## src/embp_consts.vh

```
`ifndef EMBP_CONSTS_VH
`define EMBP_CONSTS_VH
// ==========================================================
// bus widths
`define EMBP_ADDR_W 16
`define EMBP_DATA_W 16
// ==========================================================
// pin sharing: bit positions of the shared address groups
`define EMBP_PE_LO 6
`define EMBP_PE_HI 7
`define EMBP_PA_LO 8
`define EMBP_PA_HI 15
// ==========================================================
// reset values
`define EMBP_ADDR_RST 16'h0000
`define EMBP_DATA_RST 16'h0000
// ==========================================================
// timing: strobe low time in clock cycles
`define EMBP_STROBE_CYC 2
`endif

```

## src/embp_pin_mux.v

```verilog
`timescale 1ns/10ps
// ==========================================================
// per-pin choice between address output and general purpose I/O
module embp_pin_mux #(
  parameter WIDTH = 8
) (
  input  wire [WIDTH-1:0] i_gpio_sel,
  input  wire [WIDTH-1:0] i_addr,
  input  wire [WIDTH-1:0] i_addr_oe,
  input  wire [WIDTH-1:0] i_gpio_out,
  input  wire [WIDTH-1:0] i_gpio_oe,
  output wire [WIDTH-1:0] o_pin_out,
  output wire [WIDTH-1:0] o_pin_oe
);
  genvar g;
  generate
    for (g = 0; g < WIDTH; g = g + 1) begin : g_pin
      assign o_pin_out[g] = i_gpio_sel[g] ? i_gpio_out[g] : i_addr[g];
      assign o_pin_oe[g]  = i_gpio_sel[g] ? i_gpio_oe[g] : i_addr_oe[g];
    end
  endgenerate
endmodule // embp_pin_mux

```

## src/embp_port.v

```verilog
`timescale 1ns/10ps
`include "embp_consts.vh"
module embp_port #(
  parameter STROBE_CYC = `EMBP_STROBE_CYC
) (
  input  wire                    i_clock,
  input  wire                    i_rst,
  input  wire                    i_req,
  input  wire                    i_write,
  input  wire                    i_data_space,
  input  wire [`EMBP_ADDR_W-1:0] i_addr,
  input  wire [`EMBP_DATA_W-1:0] i_wdata,
  input  wire [`EMBP_DATA_W-1:0] i_ext_data_in,
  input  wire [1:0]              i_port_e_sel,
  input  wire [1:0]              i_port_e_out,
  input  wire [1:0]              i_port_e_oe,
  input  wire [7:0]              i_port_a_sel,
  input  wire [7:0]              i_port_a_out,
  input  wire [7:0]              i_port_a_oe,
  output reg                     o_busy,
  output reg                     o_done,
  output reg  [`EMBP_DATA_W-1:0] o_rdata,
  output reg  [`EMBP_ADDR_W-1:0] o_ext_addr,
  output reg  [`EMBP_ADDR_W-1:0] o_ext_addr_oe,
  output reg  [`EMBP_DATA_W-1:0] o_ext_data_out,
  output reg                     o_ext_data_oe,
  output reg                     o_program_space_select_n,
  output reg                     o_data_space_select_n,
  output reg                     o_write_strobe_n,
  output reg                     o_read_strobe_n,
  output reg                     o_ctrl_oe
);
  // ==========================================================
  // state
  localparam ST_IDLE  = 2'b00;
  localparam ST_SETUP = 2'b01;
  localparam ST_STRB  = 2'b10;
  localparam ST_HOLD  = 2'b11;

  reg [1:0]              state_r;
  reg [1:0]              state_nxt;
  reg [7:0]              cnt_r;
  reg                    write_r;
  reg                    dspace_r;
  reg [`EMBP_ADDR_W-1:0] addr_r;
  reg [`EMBP_DATA_W-1:0] wdata_r;
  reg                    mux_ready_r;

  // look-ahead of the access fields so the pins move with the selects
  wire                    take      = (state_r == ST_IDLE) && i_req;
  wire [`EMBP_ADDR_W-1:0] addr_nxt  = take ? i_addr : addr_r;
  wire [`EMBP_DATA_W-1:0] wdata_nxt = take ? i_wdata : wdata_r;

  // ==========================================================
  // shared pin muxing; selects ignored until the first clock after reset
  wire [1:0] pe_sel = mux_ready_r ? i_port_e_sel : 2'h0;
  wire [7:0] pa_sel = mux_ready_r ? i_port_a_sel : 8'h00;
  wire [1:0] pe_out;
  wire [1:0] pe_oe;
  wire [7:0] pa_out;
  wire [7:0] pa_oe;
  wire [1:0] a_oe_e = {2{mux_ready_r}};
  wire [7:0] a_oe_a = {8{mux_ready_r}};

  embp_pin_mux #(.WIDTH(2)) u_mux_e (
    .i_gpio_sel (pe_sel),
    .i_addr     (addr_nxt[`EMBP_PE_HI:`EMBP_PE_LO]),
    .i_addr_oe  (a_oe_e),
    .i_gpio_out (i_port_e_out),
    .i_gpio_oe  (i_port_e_oe),
    .o_pin_out  (pe_out),
    .o_pin_oe   (pe_oe)
  );

  embp_pin_mux #(.WIDTH(8)) u_mux_a (
    .i_gpio_sel (pa_sel),
    .i_addr     (addr_nxt[`EMBP_PA_HI:`EMBP_PA_LO]),
    .i_addr_oe  (a_oe_a),
    .i_gpio_out (i_port_a_out),
    .i_gpio_oe  (i_port_a_oe),
    .o_pin_out  (pa_out),
    .o_pin_oe   (pa_oe)
  );

  // ==========================================================
  // access sequencer: setup, strobe low, hold
  always @* begin
    state_nxt = state_r;
    case (state_r)
      ST_IDLE:  if (i_req) state_nxt = ST_SETUP;
      ST_SETUP: state_nxt = ST_STRB;
      ST_STRB:  if (cnt_r == 8'h01) state_nxt = ST_HOLD;
      ST_HOLD:  state_nxt = ST_IDLE;
      default:  state_nxt = ST_IDLE;
    endcase
  end

  always @(posedge i_clock or posedge i_rst) begin
    if (i_rst) begin
      state_r     <= ST_IDLE;
      cnt_r       <= 8'h00;
      write_r     <= 1'b0;
      dspace_r    <= 1'b0;
      addr_r      <= `EMBP_ADDR_RST;
      wdata_r     <= `EMBP_DATA_RST;
      mux_ready_r <= 1'b0;
    end else begin
      mux_ready_r <= 1'b1;
      state_r     <= state_nxt;
      if (state_r == ST_IDLE && i_req) begin
        write_r  <= i_write;
        dspace_r <= i_data_space;
        addr_r   <= i_addr;
        wdata_r  <= i_wdata;
      end
      if (state_r == ST_SETUP)
        cnt_r <= STROBE_CYC[7:0];
      else if (state_r == ST_STRB)
        cnt_r <= cnt_r - 8'h01;
    end
  end

  // ==========================================================
  // registered pin drivers; everything floats during reset
  wire active      = (state_nxt != ST_IDLE);
  wire strobe      = (state_nxt == ST_STRB);
  wire last_strobe = (state_r == ST_STRB) && (cnt_r == 8'h01);

  // the access fields arrive on the edge that starts setup, so the
  // pins look ahead instead of waiting one cycle for the latches
  function pick_nx;
    input now_val;
    input held_val;
    begin
      pick_nx = (state_r == ST_IDLE) ? now_val : held_val;
    end
  endfunction

  wire write_nxt  = pick_nx(i_write, write_r);
  wire dspace_nxt = pick_nx(i_data_space, dspace_r);

  // ==========================================================
  // status flags toward the core
  always @(posedge i_clock or posedge i_rst) begin
    if (i_rst) begin
      o_busy <= 1'b0;
      o_done <= 1'b0;
    end else begin
      o_busy <= active | (state_r != ST_IDLE);
      o_done <= (state_r == ST_HOLD);
    end
  end

  // ==========================================================
  // address pins; enables wait one cycle after reset so the shared
  // pins never flip between owners while reset is being released
  always @(posedge i_clock or posedge i_rst) begin
    if (i_rst) begin
      o_ext_addr    <= `EMBP_ADDR_RST;
      o_ext_addr_oe <= {`EMBP_ADDR_W{1'b0}};
    end else begin
      o_ext_addr    <= {pa_out, pe_out, addr_nxt[5:0]};
      o_ext_addr_oe <= {pa_oe, pe_oe, {6{mux_ready_r}}};
    end
  end

  // ==========================================================
  // bus control pins; selects span setup, strobe and hold so they
  // frame the strobe on both sides
  always @(posedge i_clock or posedge i_rst) begin
    if (i_rst) begin
      o_program_space_select_n <= 1'b1;
      o_data_space_select_n    <= 1'b1;
      o_write_strobe_n         <= 1'b1;
      o_read_strobe_n          <= 1'b1;
      o_ctrl_oe                <= 1'b0;
    end else begin
      o_program_space_select_n <= ~(active & ~dspace_nxt);
      o_data_space_select_n    <= ~(active & dspace_nxt);
      o_write_strobe_n         <= ~(strobe & write_nxt);
      o_read_strobe_n          <= ~(strobe & ~write_nxt);
      o_ctrl_oe                <= 1'b1;
    end
  end

  // ==========================================================
  // data pins; driven only while a write is in progress, otherwise
  // released so the pull-ups hold the bus
  always @(posedge i_clock or posedge i_rst) begin
    if (i_rst) begin
      o_ext_data_out <= `EMBP_DATA_RST;
      o_ext_data_oe  <= 1'b0;
    end else begin
      o_ext_data_out <= wdata_nxt;
      o_ext_data_oe  <= active & write_nxt;
    end
  end

  // ==========================================================
  // read capture in the last strobe-low cycle, the edge on which the
  // read strobe rises; memory data is still on the bus there
  always @(posedge i_clock or posedge i_rst) begin
    if (i_rst) begin
      o_rdata <= `EMBP_DATA_RST;
    end else if (last_strobe && !write_r) begin
      o_rdata <= i_ext_data_in;
    end
  end

endmodule // embp_port

```

## config.mk

```make
export PLATFORM = sky130hd
export DESIGN_NAME = embp_port
export DESIGN_NICKNAME = d
export VERILOG_FILES = /design/src/embp_pin_mux.v /design/src/embp_port.v
export VERILOG_INCLUDE_DIRS = /design/src
export SDC_FILE = /design/constraint.sdc
export NUM_CORES = 1
export LEC_CHECK = 0
export CORE_UTILIZATION = 60
export CTS_BUF_LIST = sky130_fd_sc_hd__clkbuf_2 sky130_fd_sc_hd__clkbuf_4 sky130_fd_sc_hd__clkbuf_8
export DETAILED_ROUTE_END_ITERATION = 6
export DONT_BUFFER_PORTS = 1
export PLACE_DENSITY_LB_ADDON = 0.2
export RECOVER_POWER = 50
export SKIP_CTS_REPAIR_TIMING = 1
export SLEW_MARGIN = 15
export SYNTH_ARGS = -nofsm -noshare
export SYNTH_HDL_FRONTEND = slang
export SYNTH_SLANG_ARGS = --single-unit
```

## constraint.sdc

```tcl
create_clock -name i_clock -period 3.7 [get_ports i_clock]
set_input_delay 0.555 -clock i_clock [delete_from_list [all_inputs] [get_ports i_clock]]
set_output_delay 0.555 -clock i_clock [all_outputs]
set_load 0.03 [all_outputs]
```

==> results.sh, run 1 <==
export IMPL_ys_types=43
export IMPL_clkLatencyLatePin_ns=0.35
export IMPL_finalWirelength_mm=6.51
export IMPL_fin_nets=350
export IMPL_power_frac_seq_pct=57.9
export IMPL_die_area_um2=6530
export IMPL_via_per_inst=5.73
export IMPL_antenna_left=0
export IMPL_dr_pass1_iters=4
export IMPL_vdd_ir_drop_max_uv=629
export IMPL_hold_violations=0
export IMPL_max_stage_delay_ns=0.61
export IMPL_crit_slowest_cell="ha_1"
export IMPL_timing_final_ws_setup_ns=1.38
export IMPL_cp_max_fo=18
export IMPL_place_congestion=0.757
export IMPL_worst_path_buf_inv=1
export IMPL_power_total_mw=3.55
export IMPL_syn_area_um2=3720
export IMPL_grt_use_total_pct=20.7
export IMPL_start_kind="flop"
export IMPL_regArea_um2=2230
export IMPL_synthCells=265
export IMPL_setup_tns_final_ns=0
export IMPL_path_clk_slew_ns=0.09
export IMPL_htreeDepth=3
export IMPL_max_cap_violations=0
export IMPL_yosys_area_top_type="dfrtp_1"
export IMPL_end_kind="flop"
export IMPL_clockPowerShare_pct=19.1
export IMPL_cell_internal_pwr_mw=2.11
export IMPL_sw_frac_of_total_pct=40.4
export IMPL_critical_path_class="flop to flop"
export IMPL_power_density_nw_per_um2=906
export IMPL_grt_first_pass_wirelength_mm=9.77
export IMPL_grt_max_degree=41
export IMPL_min_path_type="primary input to asynchronous set/reset pin"
export IMPL_dpl_cell_count=324
export IMPL_dp_hpwl_mm=4.61
export IMPL_root_buffer="clkbuf_8"
export IMPL_netlist_top_cells_area="dfrtp_1 57%, mux2_2 16%, mux2_4 4.0%, dfstp_2 2.8%, ha_1 2.4%"
export IMPL_grt_antenna_before_repair=0
export IMPL_yosysSeqAreaShare_pct=59.9
export IMPL_utilization_pct=65.8
export IMPL_die_w_um=80.8
export IMPL_fin_crit_sh_pct=62.6
export IMPL_setup_viol=0
export IMPL_pre_cts_ws_ns=1.39
export IMPL_worstPathArrival_ns=2.55
export IMPL_core_area_um2=5960
export IMPL_max_slew_margin_pct=16.3
export IMPL_fillers=456
export IMPL_layout_min_cycle_time_ns=2.32
export IMPL_vias=1949
export IMPL_wl_per_cell_um=19.2
export IMPL_cts_buffers=9
export IMPL_rsz0062_at_grt="no"
export IMPL_skew_ns=0.00690
export IMPL_synthTopCellsByCount="85 x dfrtp_1, 52 x mux2_2, 20 x inv_1, 11 x buf_4"
export IMPL_cts_sinks=89
export IMPL_drc_errors=0
export IMPL_synth_most_common_cell="dfrtp_1"
export IMPL_synth_ff_type="dfrtp_1"
export IMPL_grt_overflow_total=0
export IMPL_max_freq_mhz=431
export IMPL_ys_ff_latch=89
export IMPL_comb_power_share_pct=23.0
export IMPL_drt_iter0_drc=67
export IMPL_dieHeight_um=80.8
export IMPL_power_switching_mw=1.44
export IMPL_synth_edf_count=0
export IMPL_initial_core_util_pct=62.5
export IMPL_syn_nets=355
export IMPL_cts_tree="yes"
export IMPL_io_buffer_count=0
export IMPL_io_pins=155
export IMPL_async_flop_share_pct=100
export IMPL_worstMarginPinSlew_ns=1.26
export IMPL_worstRegToRegCells=5
export IMPL_num_rows=28
export IMPL_diodes=0
export IMPL_grt_pass1_vias=2023
export IMPL_p_leak_nw=1.79
export IMPL_critical_path_depth=5
export IMPL_yosysTopAreaCellShare_pct=57.1
export IMPL_cp_required_ns=3.93
export IMPL_clockBufferDepth=2
export IMPL_multi_input_area_um2=1300
export IMPL_status="finished, final reports clean"
export IMPL_yosys_warnings=0
export IMPL_synth_area_per_cell_um2=14.1
export IMPL_cp_cell_sequence="inv_1, ha_1, or3b_1, nor4_1, mux2_2"
export IMPL_path_delay_family="simple AND/OR/NAND/NOR gates"
export IMPL_synthToLayoutAreaGrowth_pct=5.24
export IMPL_fin_cells=340
export IMPL_drv_slew=0
export IMPL_layout_drive_gt1_share_pct=33.6
==> registers in the layout (all words and copies together), names as in the netlist <==
name	flops
o_ext_data_oe	1
addr_r	10
o_ext_addr	16
o_read_strobe_n	1
o_data_space_select_n	1
o_ext_addr_oe	11
write_r	1
o_rdata	16
dspace_r	1
o_done	1
o_busy	1
state_r	2
o_program_space_select_n	1
cnt_r	8
o_ctrl_oe	1
o_ext_data_out	16
o_write_strobe_n	1
==> cell families after synthesis <==
kind of cell / Yosys count / synth area share, %
other: 1 / 0.101
AO/OA/AOI/OAI: 26 / 5.14
flip-flops: 89 / 59.9
AND/OR/NAND/NOR: 39 / 6.68
multiplexers: 65 / 20.6
adder cells (fa/ha/maj): 7 / 2.35
buffers and inverters: 38 / 5.24
==> cells in the final DEF, fill, tap and decap left out, types with 3 or more instances in the layout <==
master and instances:
mux2_2 52, ha_1 7, mux2_4 10, inv_1 19, o21ai_0 4, dfstp_2 4
nand2_1 10, dfrtp_1 84, a21boi_0 10, mux2i_1 3, nor2_1 5, clkbuf_8 10
nor2b_1 4
==> metal layers <==
layer	global-route usage, %	routed length [um]	up-vias
met2	33.4	3210	96
li1	-	-	880
met4	11.1	156	0
met5	0	0	-
met1	24.3	2580	959
met3	7.30	574	14
==> power by group through the flow <==
stage / sequential (mW) / combinational [mW] / clock, mW
3_3_place_gp: 2.07 / 0.782 / 0
2_1_floorplan: 1.92 / 0.834 / 0
4_1_cts: 2.06 / 0.827 / 0.691
3_5_place_dp: 2.07 / 0.828 / 0
6_report: 2.06 / 0.817 / 0.677
5_1_grt: 2.10 / 0.915 / 0.731
==> worst paths after layout <==
check	endpoint	slack, ns	startpoint
max	cnt_r[7]	1.38	state_r[0]
min in group i_clock	o_ext_addr_oe[14]	0.30	i_port_a_sel[6]
min	o_ext_addr[0]	0.30	i_rst
max in group asynchronous	o_rdata[15]	1.75	i_rst
min reg2reg	addr_r[10]	0.50	addr_r[10]
max reg2reg	cnt_r[7]	1.38	state_r[0]
==> final cells by class <==
| type | count | share of cell area, % |
|---|---|---|
| well taps | 75 | 2.39 |
| flip-flops and latches | 89 | 57.0 |
| multi-input cells | 138 | 33.1 |
| repair buffers | 2 | 0.287 |
| clock buffers | 11 | 3.70 |
| inverters | 20 | 1.95 |
| clock inverters | 5 | 1.60 |
==> per-stage QoR <==
step                hold WS (ns)  instance area [um2]
detailed placement         0.460                 3720
CTS                       0.0781                 3920
global placement           0.456                 3720
floorplan                  0.467                 3720
finish                     0.299                 3920
global route               0.285                 3920
No activity file was read; power rests on OpenSTA's default activity.
==> run 2, diff against run 1 <==
--- a/config.mk
+++ b/config.mk
@@ -6,7 +6,7 @@
 export SDC_FILE = /design/constraint.sdc
 export NUM_CORES = 1
 export LEC_CHECK = 0
-export CORE_UTILIZATION = 60
+export CORE_UTILIZATION = 59
 export CTS_BUF_LIST = sky130_fd_sc_hd__clkbuf_2 sky130_fd_sc_hd__clkbuf_4 sky130_fd_sc_hd__clkbuf_8
 export DETAILED_ROUTE_END_ITERATION = 6
 export DONT_BUFFER_PORTS = 1
==> constraint.sdc (replaced) <==
create_clock -name i_clock -period 1.92 [get_ports i_clock]
set_input_delay 0.288 -clock i_clock [delete_from_list [all_inputs] [get_ports i_clock]]
set_output_delay 0.288 -clock i_clock [all_outputs]
set_load 0.03 [all_outputs]
==> run 2 against run 1 <==
Net effect:
- power grew 93%
- highest routed layer unchanged
- critical path type unchanged
- clock-buffer cell count is the same
- maximum frequency grew 30%
==> results.sh, run 2 (synthesis results as in run 1) <==
export IMPL_setup_tns_final_ns=0
export IMPL_max_cap_violations=0
export IMPL_path_clk_slew_ns=0.09
export IMPL_via_per_inst=5.57
export IMPL_power_total_mw=6.84
export IMPL_cell_internal_pwr_mw=4.10
export IMPL_cp_cell_sequence="inv_1, ha_1, or3b_1, nor4_2, mux2_2"
export IMPL_p_leak_nw=1.84
export IMPL_io_buffer_count=0
export IMPL_hold_violations=0
export IMPL_max_slew_margin_pct=49.8
export IMPL_comb_power_share_pct=24.0
export IMPL_path_delay_family="simple AND/OR/NAND/NOR gates"
export IMPL_place_area_um2=3800
export IMPL_io_pins=155
export IMPL_grt_first_pass_wirelength_mm=9.34
export IMPL_grt_antenna_before_repair=0
export IMPL_status="finished, final reports clean"
export IMPL_worst_path_buf_inv=1
export IMPL_root_buffer="clkbuf_8"
export IMPL_cts_buffers=9
export IMPL_vias=1948
export IMPL_wl_per_cell_um=17.7
export IMPL_power_frac_seq_pct=57.3
export IMPL_final_cell_area_um2=4010
export IMPL_drc_errors=0
export IMPL_crit_slowest_cell="or3b_1"
export IMPL_dp_hpwl_mm=4.49
export IMPL_fin_nets=360
export IMPL_end_kind="flop"
export IMPL_place_congestion=0.750
export IMPL_sw_frac_of_total_pct=40.0
export IMPL_worstMarginPinSlew_ns=0.753
export IMPL_cp_max_fo=3
export IMPL_antenna_left=0
export IMPL_dr_pass1_iters=4
export IMPL_rsz0062_at_grt="no"
export IMPL_grt_max_degree=58
export IMPL_cts_sinks=89
export IMPL_clkLatencyLatePin_ns=0.34
export IMPL_top_regs="o_ext_addr (16), o_ext_data_out (16), o_rdata (16)"
export IMPL_grt_use_total_pct=19.4
export IMPL_vdd_ir_drop_max_uv=1040
export IMPL_mostFrequentLayoutCells="84 x dfrtp_1, 52 x mux2_2, 19 x inv_1"
export IMPL_diodes=0
export IMPL_utilization_pct=66.9
export IMPL_start_kind="flop"
export IMPL_max_freq_mhz=559
export IMPL_skew_ns=0.0103
export IMPL_critical_path_class="flop to flop"
export IMPL_synthToLayoutAreaGrowth_pct=7.63
export IMPL_drt_iter0_drc=91
export IMPL_finalWirelength_mm=6.19
export IMPL_layout_commonest_cell="dfrtp_1"
export IMPL_layout_drive_gt1_share_pct=35.3
export IMPL_num_rows=28
export IMPL_fin_crit_sh_pct=93.1
export IMPL_grt_overflow_total=0
export IMPL_power_switching_mw=2.74
export IMPL_worstPathArrival_ns=2.01
export IMPL_power_density_nw_per_um2=1710
export IMPL_initial_core_util_pct=62.2
export IMPL_cp_required_ns=2.14
export IMPL_die_w_um=81.5
export IMPL_layout_min_cycle_time_ns=1.79
export IMPL_grt_pass1_vias=1967
export IMPL_min_path_type="primary input to flop"
export IMPL_cts_tree="yes"
export IMPL_max_stage_delay_ns=0.39
export IMPL_drv_slew=0
export IMPL_clockPowerShare_pct=18.7
export IMPL_clockBufferDepth=2
export IMPL_die_area_um2=6630
export IMPL_dieHeight_um=81.5
export IMPL_htreeDepth=3
export IMPL_setup_viol=0
export IMPL_core_area_um2=5990
-- run 2: per-stage QoR --
step	setup WS, ns	hold slack (ns)	instances
floorplan	0.0185	0.390	265
global placement	0.170	0.271	332
detailed placement	0.109	0.274	332
CTS	0.0771	-0.111	348
global route	0.00522	0.00923	350
finish	0.132	0.0374	350
-- run 2: metal layers --
metal | part of all wire (%) | global-route usage (%)
met4 | 0.23 | 6.96
met5 | 0 | 0
met2 | 51 | 30.7
met3 | 8.6 | 8.56
met1 | 40 | 23.5
-- run 2: power groups by stage --
stage	logic [mW]	registers, mW	clock network, mW
2_1_floorplan	1.61	3.70	0
3_5_place_dp	1.67	3.96	0
5_1_grt	1.84	4.01	1.41
4_1_cts	1.67	3.94	1.32
3_3_place_gp	1.60	3.96	0
6_report	1.64	3.92	1.28
-- run 2: area by class of cell --
class                           instances  area [um2]
Clock buffer                           11         139
Inverter                               20        78.8
Clock inverter                          5        62.6
Sequential cell                        89        2230
Timing Repair Buffer                   12        97.6
Multi-Input combinational cell        138        1300
Fill cell                             435        1980
Tap cell                               75        93.8
-- run 2: worst paths after layout --
check | to | start | slack (ns) | cells after the start
worst min-delay path | o_ext_addr_oe[7] | i_port_e_sel[1] | 0.04 | 1
min in group asynchronous | o_ext_data_out[3] | i_rst | 0.69 | 3
worst max-delay path | cnt_r[7] | state_r[1] | 0.13 | 5
worst max register to register | cnt_r[7] | state_r[1] | 0.13 | 5
worst min register to register | addr_r[10] | addr_r[10] | 0.50 | 1
max in group asynchronous | o_ext_addr_oe[5] | i_rst | 0.67 | 3
-- run 2: worst register-to-register path, stage by stage (launching register included) --
cell	delay, ns
dfrtp_1	0.38
inv_1	0.08
ha_1	0.28
or3b_1	0.39
nor4_2	0.17
mux2_2	0.36
==> run 3, diff against run 2 <==
--- a/config.mk
+++ b/config.mk
@@ -6,10 +6,12 @@
 export SDC_FILE = /design/constraint.sdc
 export NUM_CORES = 1
 export LEC_CHECK = 0
+export CORE_ASPECT_RATIO = 1.25
 export CORE_UTILIZATION = 59
 export CTS_BUF_LIST = sky130_fd_sc_hd__clkbuf_2 sky130_fd_sc_hd__clkbuf_4 sky130_fd_sc_hd__clkbuf_8
 export DETAILED_ROUTE_END_ITERATION = 6
 export DONT_BUFFER_PORTS = 1
+export MAX_ROUTING_LAYER = met4
 export PLACE_DENSITY_LB_ADDON = 0.2
 export RECOVER_POWER = 50
 export SKIP_CTS_REPAIR_TIMING = 1
==> run 3 against run 2 <==
Net effect:
- clock skew decreased by 0.00085 ns
- wire length rose by 2.1%
- clock-buffer cell count unchanged
- non-clock buffer count is 2 lower
- clock power barely moved
- critical path depth is the same
- global-route usage up 1.6 points
- critical path type unchanged
==> results.sh, run 3 (synthesis results as in run 1) <==
export IMPL_vias=1961
export IMPL_initial_core_util_pct=60.8
export IMPL_dieHeight_um=90.8
export IMPL_fillers=463
export IMPL_place_area_um2=3810
export IMPL_clockBufferDepth=2
export IMPL_worstMarginPinSlew_ns=0.853
export IMPL_cts_sinks=89
export IMPL_wl_per_cell_um=17.7
export IMPL_critical_path_class="flop to flop"
export IMPL_timing_final_ws_setup_ns=0.116
export IMPL_htreeDepth=3
export IMPL_io_pins=155
export IMPL_hold_violations=0
export IMPL_min_to="o_ext_addr_oe[9]"
export IMPL_dp_hpwl_mm=4.56
export IMPL_worstPathArrival_ns=2.04
export IMPL_grt_overflow_total=0
export IMPL_final_cell_area_um2=4010
export IMPL_diodes=0
export IMPL_pre_cts_ws_ns=0.0907
export IMPL_root_buffer="clkbuf_8"
export IMPL_cp_required_ns=2.15
export IMPL_fin_nets=358
export IMPL_grt_first_pass_wirelength_mm=9.99
export IMPL_status="finished, final reports clean"
export IMPL_vdd_ir_drop_max_uv=1110
export IMPL_top_regs="o_ext_addr (16), o_ext_data_out (16), o_rdata (16)"
export IMPL_hold_depth=1
export IMPL_p_leak_nw=1.83
export IMPL_grt_antenna_before_repair=0
export IMPL_max_cap_violations=0
export IMPL_setup_viol=0
export IMPL_power_density_nw_per_um2=1710
export IMPL_worstHoldStart="i_port_a_sel[1]"
export IMPL_setup_tns_final_ns=0
export IMPL_drv_slew=0
export IMPL_die_w_um=73.1
export IMPL_core_area_um2=6130
export IMPL_layout_drive_gt1_share_pct=35.2
export IMPL_grt_use_total_pct=21.0
export IMPL_num_rows=32
export IMPL_min_path_type="primary input to flop"
export IMPL_path_clk_slew_ns=0.09
export IMPL_finalWirelength_mm=6.32
export IMPL_cts_tree="yes"
export IMPL_mostFrequentLayoutCells="84 x dfrtp_1, 52 x mux2_2, 19 x inv_1"
export IMPL_via_per_inst=5.48
export IMPL_max_freq_mhz=554
export IMPL_synthToLayoutAreaGrowth_pct=7.76
export IMPL_clkLatencyLatePin_ns=0.35
export IMPL_timing_reg2reg_setup_slack_ns=0.12
export IMPL_layout_commonest_cell="dfrtp_1"
export IMPL_start_kind="flop"
export IMPL_drt_iter0_drc=51
export IMPL_grt_pass1_vias=2015
export IMPL_whs_ns=0.0333
export IMPL_cts_buffers=9
export IMPL_r2r_end="cnt_r[7]"
export IMPL_io_buffer_count=0
export IMPL_cp_max_fo=3
export IMPL_worstRegToRegCells=5
export IMPL_antenna_left=0
export IMPL_fin_crit_sh_pct=94.0
export IMPL_grt_max_degree=72
export IMPL_die_area_um2=6640
export IMPL_max_slew_margin_pct=42.8
export IMPL_dr_pass1_iters=4
export IMPL_end_kind="flop"
export IMPL_drc_errors=0
export IMPL_skew_ns=0.00940
export IMPL_layout_min_cycle_time_ns=1.80
export IMPL_rsz0062_at_grt="no"
export IMPL_r2r_start="state_r[1]"
export IMPL_place_congestion=0.741
[run 3: how the worst max path moves through the flow]
stage | startpoint | endpoint | cells after the start
5_1_grt | i_rst | o_ext_addr_oe[5] | 3
4_1_cts | state_r[1] | cnt_r[7] | 5
2_1_floorplan | state_r[0] | cnt_r[7] | 5
3_5_place_dp | state_r[1] | cnt_r[7] | 5
3_3_place_gp | state_r[1] | cnt_r[7] | 5
6_report | state_r[1] | cnt_r[7] | 5
[run 3: layout make-up]
cell class | count | area, um2 | area share, %
flip-flops and latches | 89 | 2230 | 55.6
multi-input cells | 138 | 1300 | 32.5
clock buffers | 11 | 145 | 3.62
well taps | 85 | 106 | 2.65
repair buffers | 10 | 86.3 | 2.15
inverters | 20 | 76.3 | 1.90
clock inverters | 5 | 62.6 | 1.56
[run 3: metrics by stage]
stage	instances	power, mW	util (%)
after floorplan	265	5.31	-
after global placement	341	5.55	62.2
after detailed placement	341	5.64	62.2
after CTS	357	6.95	65.6
after global routing	358	7.25	65.5
final	358	6.88	65.5
[run 3: power by group]
part	switching (mW)	internal (mW)
clock network	0.642	0.659
registers	1.35	2.57
logic	0.765	0.888
total	2.76	4.12
[run 3: layer usage]
| layer | vias to the layer above | track usage [%] | part of all wire [%] |
|---|---|---|---|
| li1 | 900 | - | - |
| met1 | 966 | 24.9 | 40 |
| met2 | 88 | 32.1 | 52 |
| met3 | 7 | 6.58 | 6.9 |
| met4 | 0 | 9.97 | 1.0 |
| met5 | - | - | 0 |
[run 3: critical path, cell delays in order (launching register included)]
cell     delay (ns)
dfrtp_1        0.38
inv_1          0.08
ha_1           0.29
or3b_1         0.40
nor4_2         0.18
mux2_2         0.37
